### config.mk
export PLATFORM = sky130hd
export DESIGN_NAME = cpu_operand_addressing
export DESIGN_NICKNAME = d
export VERILOG_FILES = /design/src/logic/opaddr_pkg.sv /design/src/logic/opaddr_if.sv /design/src/logic/operand_addr_calc.sv /design/src/logic/cpu_operand_addressing.sv
export SDC_FILE = /design/constraint.sdc
export NUM_CORES = 1
export LEC_CHECK = 0
export ABC_AREA = 1
export BUFFER_PORTS_ARGS = -buffer_cell sky130_fd_sc_hd__buf_2
export CORE_MARGIN = 2
export CORE_UTILIZATION = 35
export CTS_CLUSTER_SIZE = 16
export DETAILED_ROUTE_END_ITERATION = 6
export SYNTH_ARGS = -nofsm -noshare
export SYNTH_HDL_FRONTEND = slang
export SYNTH_SLANG_ARGS = --single-unit
### constraint.sdc
create_clock -name CLK -period 3 [get_ports CLK]
set_clock_uncertainty 0.15 [all_clocks]
set_input_delay 0.3 -clock CLK [delete_from_list [all_inputs] [get_ports CLK]]
set_output_delay 0.3 -clock CLK [all_outputs]
set_load 0.02 [all_outputs]
### src/logic/opaddr_pkg.sv
// constants, types and helpers for operand address generation
package opaddr_pkg;

    // ------------------------------------------------------------
    // field positions and fixed values
    // ------------------------------------------------------------
    localparam int STATUS_CARRY_POS = 7;
    localparam int STATUS_BANK_HI_POS = 4;
    localparam int STATUS_BANK_LO_POS = 3;
    localparam int DIRECT_SFR_POS = 7;
    localparam logic [7:0] ZERO_BYTE = 8'h00;
    localparam logic [1:0] RST_PIPE_RESET = 2'h0;

    // ------------------------------------------------------------
    // opcodes handled specially
    // ------------------------------------------------------------
    localparam logic [7:0] OP_BR_CARRY = 8'h40;
    localparam logic [7:0] OP_BR_NOCARRY = 8'h50;
    localparam logic [7:0] OP_SHORT_JUMP = 8'h80;
    localparam logic [7:0] OP_CODE_MOVE_DATAPTR = 8'h93;
    localparam logic [7:0] OP_CODE_MOVE_PC = 8'h83;
    localparam logic [7:0] OP_AND_DIR_ACC = 8'h52;
    localparam logic [7:0] OP_AND_DIR_IMM = 8'h53;
    localparam logic [7:0] OP_OR_DIR_ACC = 8'h42;
    localparam logic [7:0] OP_OR_DIR_IMM = 8'h43;
    localparam logic [7:0] OP_XOR_DIR_ACC = 8'h62;
    localparam logic [7:0] OP_XOR_DIR_IMM = 8'h63;
    localparam logic [7:0] OP_MOV_C_BIT = 8'ha2;
    localparam logic [7:0] OP_AND_C_BIT = 8'h82;
    localparam logic [7:0] OP_OR_C_BIT = 8'h72;
    localparam logic [7:0] OP_CPL_BIT = 8'hb2;
    localparam logic [7:0] OP_CLR_BIT = 8'hc2;
    localparam logic [7:0] OP_SET_BIT = 8'hd2;
    localparam logic [7:0] OP_MOV_BIT_C = 8'h92;
    localparam logic [7:0] OP_CLR_ACC = 8'he4;
    localparam logic [7:0] OP_CLR_C = 8'hc3;
    localparam logic [7:0] OP_SET_C = 8'hd3;
    localparam logic [7:0] OP_CPL_C = 8'hb3;
    localparam logic [7:0] OP_INC_DATAPTR = 8'ha3;
    localparam logic [7:0] OP_MUL_AB = 8'ha4;
    localparam logic [7:0] OP_DIV_AB = 8'h84;
    localparam logic [7:0] OP_RESERVED = 8'ha5;

    // ------------------------------------------------------------
    // enumerations
    // ------------------------------------------------------------
    typedef enum logic [2:0] {MODE_NONE = 3'h0, MODE_IMM = 3'h1, MODE_DIRECT = 3'h2,
        MODE_INDIRECT = 3'h3, MODE_REG = 3'h4, MODE_REL = 3'h5, MODE_INDEX_DATAPTR = 3'h6,
        MODE_INDEX_PC = 3'h7} amode_t;
    typedef enum logic [2:0] {SPC_NONE = 3'h0, SPC_IRAM = 3'h1, SPC_SFR = 3'h2,
        SPC_BIT = 3'h3, SPC_CODE = 3'h4} space_t;
    typedef enum logic [2:0] {IMP_NONE = 3'h0, IMP_ACC = 3'h1, IMP_AUX = 3'h2,
        IMP_DATAPTR = 3'h3, IMP_CARRY = 3'h4} impl_t;
    typedef enum logic [2:0] {ALU_LOAD = 3'h0, ALU_SRC = 3'h1, ALU_AND = 3'h2,
        ALU_OR = 3'h3, ALU_XOR = 3'h4} alu_t;
    typedef enum logic [1:0] {DST_NONE = 2'h0, DST_MEM = 2'h1, DST_ACC = 2'h2,
        DST_CARRY = 2'h3} dst_t;
    typedef enum logic [2:0] {SRC_B1 = 3'h0, SRC_B2 = 3'h1, SRC_ACC = 3'h2,
        SRC_CARRY = 3'h3, SRC_ONE = 3'h4, SRC_ZERO = 3'h5} src_t;
    typedef enum logic [1:0] {BR_NONE = 2'h0, BR_ALWAYS = 2'h1, BR_CARRY = 2'h2,
        BR_NOCARRY = 2'h3} br_t;
    typedef enum logic {ST_IDLE = 1'b0, ST_READ = 1'b1} fsm_t;

    // decoded instruction class
    typedef struct packed {
        amode_t mode;
        logic bit_op;
        impl_t impl;
        alu_t alu;
        dst_t dst;
        src_t src;
        logic rd;
        br_t br;
    } decode_t;

    // whole state of the top module except the reset release pipe
    typedef struct packed {
        fsm_t st;
        logic ready;
        logic done;
        amode_t mode;
        impl_t impl;
        space_t space;
        logic [15:0] addr;
        logic mem_rd;
        logic mem_wr;
        logic [7:0] wdata;
        logic [7:0] imm;
        logic acc_we;
        logic [7:0] acc_wdata;
        logic carry_we;
        logic carry_wdata;
        logic pc_load;
        logic [15:0] pc_target;
        alu_t alu;
        dst_t dst;
        logic [7:0] src;
    } state_t;

    localparam state_t STATE_RESET = '{st: ST_IDLE, ready: 1'b1, mode: MODE_NONE,
        impl: IMP_NONE, space: SPC_NONE, alu: ALU_LOAD, dst: DST_NONE, default: '0};

    // ------------------------------------------------------------
    // shared helpers
    // ------------------------------------------------------------
    // signed byte offset added to a 16-bit base, wrapping
    function automatic logic [15:0] rel_target(input logic [15:0] base, input logic [7:0] off);
        rel_target = base + {{8{off[7]}}, off};
    endfunction

    // upper half of the direct range is the register space
    function automatic space_t direct_space(input logic [7:0] a);
        direct_space = a[DIRECT_SFR_POS] ? SPC_SFR : SPC_IRAM;
    endfunction

endpackage

### src/logic/opaddr_if.sv
// carrier between the decoder and the address calculator
`timescale 1ns/10ps
interface opaddr_if;
    import opaddr_pkg::*;
    amode_t mode;
    logic bit_op;
    logic [7:0] opcode;
    logic [7:0] byte1;
    logic [1:0] bank;
    logic [7:0] ptr0;
    logic [7:0] ptr1;
    logic [7:0] acc;
    logic [15:0] data_ptr;
    logic [15:0] pc_next;
    space_t space;
    logic [15:0] addr;
    logic [15:0] target;
    modport calc (input mode, bit_op, opcode, byte1, bank, ptr0, ptr1, acc, data_ptr, pc_next,
        output space, addr, target);
    modport user (output mode, bit_op, opcode, byte1, bank, ptr0, ptr1, acc, data_ptr, pc_next,
        input space, addr, target);
endinterface

### src/logic/operand_addr_calc.sv
// effective operand address and branch target for each addressing mode
`timescale 1ns/10ps
module operand_addr_calc
    import opaddr_pkg::*;
(
    // decoder side
    opaddr_if.calc a
);

    // ------------------------------------------------------------
    // address per mode
    // ------------------------------------------------------------
    always_comb
    begin
        a.target = rel_target(a.pc_next, a.byte1);
        a.space = SPC_NONE;
        a.addr = '0;
        unique case (a.mode)
            MODE_NONE, MODE_IMM, MODE_REL:
            begin
                a.space = SPC_NONE;
            end
            MODE_DIRECT:
            begin
                a.addr = {ZERO_BYTE, a.byte1};
                a.space = a.bit_op ? SPC_BIT : direct_space(a.byte1);
            end
            MODE_INDIRECT:
            begin
                a.addr = {ZERO_BYTE, a.opcode[0] ? a.ptr1 : a.ptr0};
                a.space = SPC_IRAM;
            end
            MODE_REG:
            begin
                a.addr = {ZERO_BYTE, 3'h0, a.bank, a.opcode[2:0]};
                a.space = SPC_IRAM;
            end
            MODE_INDEX_DATAPTR:
            begin
                a.addr = a.data_ptr + {ZERO_BYTE, a.acc};
                a.space = SPC_CODE;
            end
            MODE_INDEX_PC:
            begin
                a.addr = a.pc_next + {ZERO_BYTE, a.acc};
                a.space = SPC_CODE;
            end
        endcase
    end

endmodule

### src/logic/cpu_operand_addressing.sv
// operand addressing: decode, memory access sequencing and branch target
// What this block does
// - immediate operand comes from instruction bytes, no memory access.
// - direct mode uses operand byte as address of register, RAM or bit.
// - register space and bit space reached only by direct addressing.
// - indirect mode uses working register 0 or 1 content as RAM address.
// - register mode picks one of eight working registers by opcode low bits.
// - accumulator, aux register, data pointer and carry implied by opcode.
// - two bank-select bits of status word choose the register bank.
// - relative target is program counter base plus second-byte offset.
// - relative offset is signed byte, minus 128 to plus 127.
// - branch on carry: carry clear no redirect, carry set load target.
// - indexed address is offset plus base from program counter or pointer.
// - code byte move reads code at accumulator plus pointer or program counter into accumulator.
// - bit operations use carry as accumulator, bit address from operand.
// - bit and byte addresses share encoding; opcode alone picks meaning.
// - logical op to direct location reads, combines, writes same location.
`timescale 1ns/10ps
module cpu_operand_addressing
    import opaddr_pkg::*;
(
    // clock and reset
    input wire logic CLK,
    input wire logic RST_N,
    // instruction stream
    input wire logic INSN_VALID,
    input wire logic [7:0] INSN_OPCODE,
    input wire logic [7:0] INSN_BYTE1,
    input wire logic [7:0] INSN_BYTE2,
    input wire logic [15:0] PC_NEXT,
    output logic READY,
    output logic DONE,
    // core state
    input wire logic [7:0] ACCUMULATOR_REGISTER,
    input wire logic [7:0] PROGRAM_STATUS_WORD,
    input wire logic [15:0] DATA_POINTER,
    input wire logic [7:0] REG_PTR0,
    input wire logic [7:0] REG_PTR1,
    // decode results
    output amode_t MODE,
    output impl_t IMPL,
    output logic [7:0] IMM,
    // memory access
    output logic MEM_RD,
    output logic MEM_WR,
    output space_t MEM_SPACE,
    output logic [15:0] MEM_ADDR,
    output logic [7:0] MEM_WDATA,
    input wire logic [7:0] MEM_RDATA,
    // core write-back
    output logic ACC_WE,
    output logic [7:0] ACC_WDATA,
    output logic CARRY_WE,
    output logic CARRY_WDATA,
    output logic PC_LOAD,
    output logic [15:0] PC_TARGET
);

    // ------------------------------------------------------------
    // reset release
    // ------------------------------------------------------------
    logic [1:0] rst_pipe_q;
    logic rst_n;

    // two-stage release of the asynchronous reset
    always_ff @(posedge CLK or negedge RST_N)
    begin
        if (!RST_N)
            rst_pipe_q <= RST_PIPE_RESET;
        else
            rst_pipe_q <= {rst_pipe_q[0], 1'b1};
    end
    assign rst_n = rst_pipe_q[1];

    // ------------------------------------------------------------
    // opcode decode
    // ------------------------------------------------------------
    function automatic decode_t decode(input logic [7:0] op);
        decode_t r;
        r = '{mode: MODE_NONE, impl: IMP_NONE, alu: ALU_LOAD, dst: DST_NONE,
            src: SRC_B1, br: BR_NONE, default: '0};
        // generic rows by low nibble
        if (op[3])
            r.mode = MODE_REG;
        else if (op[3:1] == 3'h3)
            r.mode = MODE_INDIRECT;
        else if (op[3:0] == 4'h5 && op != OP_RESERVED)
            r.mode = MODE_DIRECT;
        else if (op[3:0] == 4'h4 && op[7:4] >= 4'h2 && op[7:4] <= 4'h7)
            r.mode = MODE_IMM;
        else if (op == 8'h94)
            r.mode = MODE_IMM;
        // special opcodes
        unique case (op)
            OP_BR_CARRY: r = '{mode: MODE_REL, impl: IMP_CARRY, alu: ALU_LOAD,
                dst: DST_NONE, src: SRC_B1, br: BR_CARRY, default: '0};
            OP_BR_NOCARRY: r = '{mode: MODE_REL, impl: IMP_CARRY, alu: ALU_LOAD,
                dst: DST_NONE, src: SRC_B1, br: BR_NOCARRY, default: '0};
            OP_SHORT_JUMP: r = '{mode: MODE_REL, impl: IMP_NONE, alu: ALU_LOAD,
                dst: DST_NONE, src: SRC_B1, br: BR_ALWAYS, default: '0};
            OP_CODE_MOVE_DATAPTR, OP_CODE_MOVE_PC: r = '{mode: op[4] ? MODE_INDEX_DATAPTR
                : MODE_INDEX_PC, impl: IMP_ACC, alu: ALU_LOAD, dst: DST_ACC, src: SRC_B1,
                br: BR_NONE, rd: 1'b1, default: '0};
            OP_AND_DIR_ACC, OP_OR_DIR_ACC, OP_XOR_DIR_ACC, OP_AND_DIR_IMM, OP_OR_DIR_IMM,
            OP_XOR_DIR_IMM: r = '{mode: MODE_DIRECT, impl: IMP_NONE,
                alu: op[5] ? ALU_XOR : (op[4] ? ALU_AND : ALU_OR), dst: DST_MEM,
                src: op[0] ? SRC_B2 : SRC_ACC, br: BR_NONE, rd: 1'b1, default: '0};
            OP_MOV_C_BIT, OP_AND_C_BIT, OP_OR_C_BIT: r = '{mode: MODE_DIRECT,
                impl: IMP_CARRY, alu: op[7] ? (op[5] ? ALU_LOAD : ALU_AND) : ALU_OR,
                dst: DST_CARRY, src: SRC_CARRY, br: BR_NONE, rd: 1'b1, bit_op: 1'b1,
                default: '0};
            OP_CPL_BIT: r = '{mode: MODE_DIRECT, impl: IMP_NONE, alu: ALU_XOR,
                dst: DST_MEM, src: SRC_ONE, br: BR_NONE, rd: 1'b1, bit_op: 1'b1,
                default: '0};
            OP_CLR_BIT, OP_SET_BIT, OP_MOV_BIT_C: r = '{mode: MODE_DIRECT,
                impl: op[6] ? IMP_NONE : IMP_CARRY, alu: ALU_SRC, dst: DST_MEM,
                src: op[6] ? (op[4] ? SRC_ONE : SRC_ZERO) : SRC_CARRY, br: BR_NONE,
                bit_op: 1'b1, default: '0};
            OP_CLR_ACC: r.impl = IMP_ACC;
            OP_CLR_C, OP_SET_C, OP_CPL_C: r.impl = IMP_CARRY;
            OP_INC_DATAPTR: r.impl = IMP_DATAPTR;
            OP_MUL_AB, OP_DIV_AB: r.impl = IMP_AUX;
            default: r.br = BR_NONE;
        endcase
        return r;
    endfunction

    // combine read data with the source operand
    function automatic logic [7:0] alu8(input alu_t f, input logic [7:0] data,
        input logic [7:0] src);
        unique case (f)
            ALU_LOAD: alu8 = data;
            ALU_SRC: alu8 = src;
            ALU_AND: alu8 = data & src;
            ALU_OR: alu8 = data | src;
            ALU_XOR: alu8 = data ^ src;
            default: alu8 = data;
        endcase
    endfunction

    // ------------------------------------------------------------
    // address calculation
    // ------------------------------------------------------------
    opaddr_if calc_bus();
    decode_t dec;
    logic accept;
    logic carry_in;
    logic take_branch;
    logic [7:0] src_val;

    assign dec = decode(INSN_OPCODE);
    assign carry_in = PROGRAM_STATUS_WORD[STATUS_CARRY_POS];
    assign calc_bus.mode = dec.mode;
    assign calc_bus.bit_op = dec.bit_op;
    assign calc_bus.opcode = INSN_OPCODE;
    assign calc_bus.byte1 = INSN_BYTE1;
    assign calc_bus.bank = PROGRAM_STATUS_WORD[STATUS_BANK_HI_POS:STATUS_BANK_LO_POS];
    assign calc_bus.ptr0 = REG_PTR0;
    assign calc_bus.ptr1 = REG_PTR1;
    assign calc_bus.acc = ACCUMULATOR_REGISTER;
    assign calc_bus.data_ptr = DATA_POINTER;
    assign calc_bus.pc_next = PC_NEXT;

    operand_addr_calc u_calc (
        .a(calc_bus.calc)
    );

    // branch decision and source operand
    always_comb
    begin
        unique case (dec.br)
            BR_NONE: take_branch = 1'b0;
            BR_ALWAYS: take_branch = 1'b1;
            BR_CARRY: take_branch = carry_in;
            BR_NOCARRY: take_branch = !carry_in;
        endcase
        unique case (dec.src)
            SRC_B1: src_val = INSN_BYTE1;
            SRC_B2: src_val = INSN_BYTE2;
            SRC_ACC: src_val = ACCUMULATOR_REGISTER;
            SRC_CARRY: src_val = {7'h00, carry_in};
            SRC_ONE: src_val = 8'h01;
            default: src_val = ZERO_BYTE;
        endcase
    end

    // ------------------------------------------------------------
    // state machine and output registers
    // ------------------------------------------------------------
    state_t q;
    state_t d;

    assign accept = INSN_VALID && q.ready;

    // next state
    always_comb
    begin
        d = q;
        d.done = 1'b0;
        d.mem_rd = 1'b0;
        d.mem_wr = 1'b0;
        d.acc_we = 1'b0;
        d.carry_we = 1'b0;
        d.pc_load = 1'b0;
        unique case (q.st)
            ST_IDLE:
            begin
                if (accept)
                begin
                    d.mode = dec.mode;
                    d.impl = dec.impl;
                    d.space = calc_bus.space;
                    d.addr = calc_bus.addr;
                    d.imm = src_val;
                    d.pc_target = calc_bus.target;
                    d.pc_load = take_branch;
                    d.alu = dec.alu;
                    d.dst = dec.dst;
                    d.src = src_val;
                    if (dec.rd)
                    begin
                        d.mem_rd = 1'b1;
                        d.st = ST_READ;
                        d.ready = 1'b0;
                    end
                    else
                    begin
                        d.done = 1'b1;
                        d.mem_wr = (dec.dst == DST_MEM);
                        d.wdata = src_val;
                    end
                end
            end
            ST_READ:
            begin
                d.st = ST_IDLE;
                d.ready = 1'b1;
                d.done = 1'b1;
                d.wdata = alu8(q.alu, MEM_RDATA, q.src);
                d.mem_wr = (q.dst == DST_MEM);
                d.acc_we = (q.dst == DST_ACC);
                d.acc_wdata = MEM_RDATA;
                d.carry_we = (q.dst == DST_CARRY);
                d.carry_wdata = alu8(q.alu, {7'h00, MEM_RDATA[0]}, q.src) != ZERO_BYTE;
            end
        endcase
    end

    // state register
    always_ff @(posedge CLK or negedge rst_n)
    begin
        if (!rst_n)
            q <= STATE_RESET;
        else
            q <= d;
    end

    // port map of the state
    assign READY = q.ready;
    assign DONE = q.done;
    assign MODE = q.mode;
    assign IMPL = q.impl;
    assign IMM = q.imm;
    assign MEM_RD = q.mem_rd;
    assign MEM_WR = q.mem_wr;
    assign MEM_SPACE = q.space;
    assign MEM_ADDR = q.addr;
    assign MEM_WDATA = q.wdata;
    assign ACC_WE = q.acc_we;
    assign ACC_WDATA = q.acc_wdata;
    assign CARRY_WE = q.carry_we;
    assign CARRY_WDATA = q.carry_wdata;
    assign PC_LOAD = q.pc_load;
    assign PC_TARGET = q.pc_target;

    logic [15:0] exp_target;
    logic [15:0] exp_code;
    logic [7:0] exp_ptr;
    logic [7:0] exp_reg;
    assign exp_target = rel_target(PC_NEXT, INSN_BYTE1);
    assign exp_code = DATA_POINTER + {ZERO_BYTE, ACCUMULATOR_REGISTER};
    assign exp_ptr = INSN_OPCODE[0] ? REG_PTR1 : REG_PTR0;
    assign exp_reg = {3'h0, PROGRAM_STATUS_WORD[STATUS_BANK_HI_POS:STATUS_BANK_LO_POS],
        INSN_OPCODE[2:0]};
endmodule

==> flow_metrics.env <==
export IMPL_status="completed"
export IMPL_gp_congestion=0.907
export IMPL_cts_tree="yes"
export IMPL_yosys_warnings=0
export IMPL_worst_pin_slew_ns=1.10
export IMPL_num_antenna_cells=0
export IMPL_grt_pass1_vias=6023
export IMPL_path_max_fanout=6
export IMPL_numPortBuffers=166
export IMPL_placed_area_um2=7170
export IMPL_syn_inst=920
export IMPL_synth_common_cells="246 x nand2_1, 92 x inv_1, 79 x dfrtp_1"
export IMPL_switching_share=0.430
export IMPL_viasPerCell=4.91
export IMPL_tns_ns=0
export IMPL_setup_viol=0
export IMPL_ys_ff_latch=80
export IMPL_min_period_ns=2.52
export IMPL_p_per_area_nw_per_um2=612
export IMPL_p_sw_w=0.00196
export IMPL_critical_path_required_ns=3.14
export IMPL_slew_headroom=0.269
export IMPL_cts_root_buf="clkbuf_16"
export IMPL_hold_viol_final=0
export IMPL_clockBufferDepth=2
export IMPL_worstSkewPairLatency_ns=0.35
export IMPL_fin_area_um2=7470
export IMPL_cpPeakStageDelay_ns=0.40
export IMPL_irDropWorstVdd_v=0.000282
export IMPL_crit_path_start_kind="primary input"
export IMPL_synth_edf_count=0
export IMPL_htreeDepth=3
export IMPL_path_class="primary input to flop"
export IMPL_synth_seq_area_share=0.308
export IMPL_hp_class="primary input to flop"
export IMPL_grt_max_degree=79
export IMPL_grtUsageTotal=0.206
export IMPL_final_net_count=1170
export IMPL_p_clk_frac=0.245
export IMPL_grt_pass1_wl_um=31800
export IMPL_dr_first_iter_drc_count=360
export IMPL_power_internal_w=0.00261
export IMPL_seqPwrFrac=0.355
export IMPL_wl_um=20200
export IMPL_ctsResizeCount=0
export IMPL_yosysMostFrequentCell="nand2_1"
export IMPL_drtAntennaViolNets=0
export IMPL_numClockSinks=80
export IMPL_r2r_setup_slack_ns=0.78
export IMPL_power_frac_comb=0.400
export IMPL_worst_r2r_endpoint="MEM_WDATA[2]"
export IMPL_ys_flop_type="dfrtp_1"
export IMPL_dr_pass1_iters=4
export IMPL_detail_route_wl_per_cell_um=16.0
export IMPL_critPathSlowestCell="fa_1"
export IMPL_path_buf_inv=4
export IMPL_netlist_area_leader_share=0.304
export IMPL_fp_coreArea_um2=18100
export IMPL_final_util=0.413
export IMPL_dpl_hpwl_um=15900
export IMPL_critPathTopFamily="simple AND/OR/NAND/NOR gates"
export IMPL_syn_nets=1061
export IMPL_post_cts_buffers=0
export IMPL_drive_above_1_share=0.249
export IMPL_whs_endpoint="ACC_WDATA[2]"
export IMPL_io_pin_count=172
export IMPL_area_delta_synth_final_pct=14.7
export IMPL_die_height_um=140
export IMPL_synth_largest_area_cell="dfrtp_1"
export IMPL_ys_top_cells_by_area="dfrtp_1 30%, nand2_1 14%, ha_1 7.7%, buf_4 7.6%, inv_1 5.3%"
export IMPL_gr_total_overflow=0
export IMPL_die_w_um=140
export IMPL_rows=49
export IMPL_initial_core_util=0.360
export IMPL_critical_path_arrival_ns=2.67
export IMPL_crit_chain="buf_2 > inv_2 > nand2_1 > nor2_4 > nand2_4 > mux2i_1 > inv_1 > ha_1 > fa_1 > nand3_1 > nand2_1 > nand2_1 > nand3_1 > nand2_1 > nor2_1 > nand2_1 > inv_1 > a21oi_1 > nand2_1 > nand2_1"
export IMPL_reg2reg_depth=8
export IMPL_min_path_cells=3
export IMPL_synthesis_area_um2=6510
export IMPL_drc_errors=0
export IMPL_hold_path_startpoint="MEM_RDATA[2]"
export IMPL_numCtsBuffers=9
export IMPL_ys_types=51
export IMPL_finalCritPeriodShare=0.841
export IMPL_clk_pin_slew_ns=0.07
export IMPL_synth_avg_cell_area_um2=7.07
export IMPL_crit_top_cell="nand2_1"
export IMPL_die_area_um2=19700
export IMPL_worst_setup_path_end_kind="flop"
export IMPL_fmax_mhz=396
export IMPL_via_count=6204
export IMPL_cellLeakagePower_nw=4.16
export IMPL_drv_slew=0
export IMPL_antenna_found_initial=1
export IMPL_rsz0062_at_grt="false"
export IMPL_r2r_start="q[11]"
export IMPL_postSynth_asyncResetShare=1.00
export IMPL_cap_violations=0
[logic make-up (layout without fill, tap and decap cells)]
family | after synthesis | in the layout | synth area share
compound gates | 148 | 148 | 0.133
xor+xnor | 9 | 9 | 0.0121
fa+ha+maj | 42 | 42 | 0.0830
buf+inv | 190 | 304 | 0.150
flops | 80 | 80 | 0.308
mux | 9 | 9 | 0.0140
other cells | 1 | 1 | 0.000576
simple gates | 441 | 441 | 0.300
[per-layer routing]
layer  wire length (µm)  GRT usage  up-vias
li1                   -          -     3151
met1               9030      0.262     2855
met2               9870      0.354      166
met3                895     0.0383       30
met4                417     0.0665        2
met5                 13          0        -
[how the worst max path moves through the flow]
stage	startpoint	end	slack [ns]	cells past startpoint
after global routing	INSN_OPCODE[6]	MEM_ADDR[14]	0.16	20
after floorplan	INSN_OPCODE[5]	MEM_ADDR[4]	0.30	18
after global placement	INSN_OPCODE[6]	MEM_ADDR[12]	0.13	20
after detailed placement	INSN_OPCODE[6]	MEM_ADDR[12]	0.11	20
final	INSN_OPCODE[6]	MEM_ADDR[12]	0.48	20
after CTS	INSN_OPCODE[6]	MEM_ADDR[12]	0.48	20
[flip-flops by register name, indices dropped and copies added (netlist names)]
signal and cells:
PC_TARGET 16, MEM_RD 1, CARRY_WE 1, MEM_WR 1, ACC_WDATA 8, ACC_WE 1, MEM_WDATA 8, DONE 1
q 13, CARRY_WDATA 1, IMPL 3, MEM_SPACE 3, PC_LOAD 1, rst_pipe_q 2, READY 1, MODE 3
MEM_ADDR 16
[power by group through the flow]
| stage | clock, W | sequential [W] | combinational, W |
|---|---|---|---|
| floorplan | 0 | 0.00160 | 0.00160 |
| global placement | 0 | 0.00164 | 0.00182 |
| detailed placement | 0 | 0.00164 | 0.00184 |
| CTS | 0.00115 | 0.00163 | 0.00185 |
| global route | 0.00120 | 0.00167 | 0.00202 |
| finish | 0.00112 | 0.00162 | 0.00183 |
[cell usage in the layout, fill, tap and decap left out, types with 3 or more instances in the layout]
master,n
nand2_1,246
buf_2,166
inv_1,92
dfrtp_1,78
nor2_1,64
nand3_1,57
o21ai_0,57
ha_1,40
a21oi_1,39
nand4_1,17
buf_4,15
or2_2,14
inv_2,10
nand2_2,10
nor3_1,9
o211ai_1,9
o22ai_1,9
clkbuf_16,9
mux2i_1,8
nor2_2,8
o21ai_1,8
xor2_1,6
nor2_4,4
clkinv_1,4
nand3b_1,4
nand3_2,3
o31ai_1,3
a31oi_1,3
xnor2_1,3
o21ai_2,3
clkinvlp_4,3
[metrics by stage]
step           setup WS, ns  hold slack [ns]  total power (W)  std cells
4_1_cts               0.475           0.0811          0.00462       1263
6_report              0.477           0.0918          0.00457       1263
2_1_floorplan         0.295           -0.146          0.00320        920
5_1_grt               0.158           0.0962          0.00488       1263
3_5_place_dp          0.111          -0.0639          0.00348       1246
3_3_place_gp          0.132          -0.0637          0.00346       1246
[what timing repair did]
action,CTS,global route
endpoints found under the setup margin,0,0
hold buffers,1,0
endpoints found under the hold margin,2,0
[worst reg2reg max path, cell delays in order (launching register included)]
cell,delay [ns]
dfrtp_1,0.36
inv_1,0.07
nand3_1,0.33
o21ai_0,0.20
nor2_1,0.50
nand2_1,0.10
a21oi_1,0.22
nor2_1,0.07
a21oi_1,0.13
[layout make-up]
| class | instances | area (µm²) |
|---|---|---|
| clock buffers | 10 | 239 |
| clock inverters | 6 | 51.3 |
| fillers | 1965 | 10600 |
| inverters | 106 | 398 |
| multi-input cells | 650 | 3530 |
| flip-flops and latches | 80 | 2010 |
| well taps | 229 | 287 |
| repair buffers | 182 | 953 |
(Power assumes the default switching activity.)
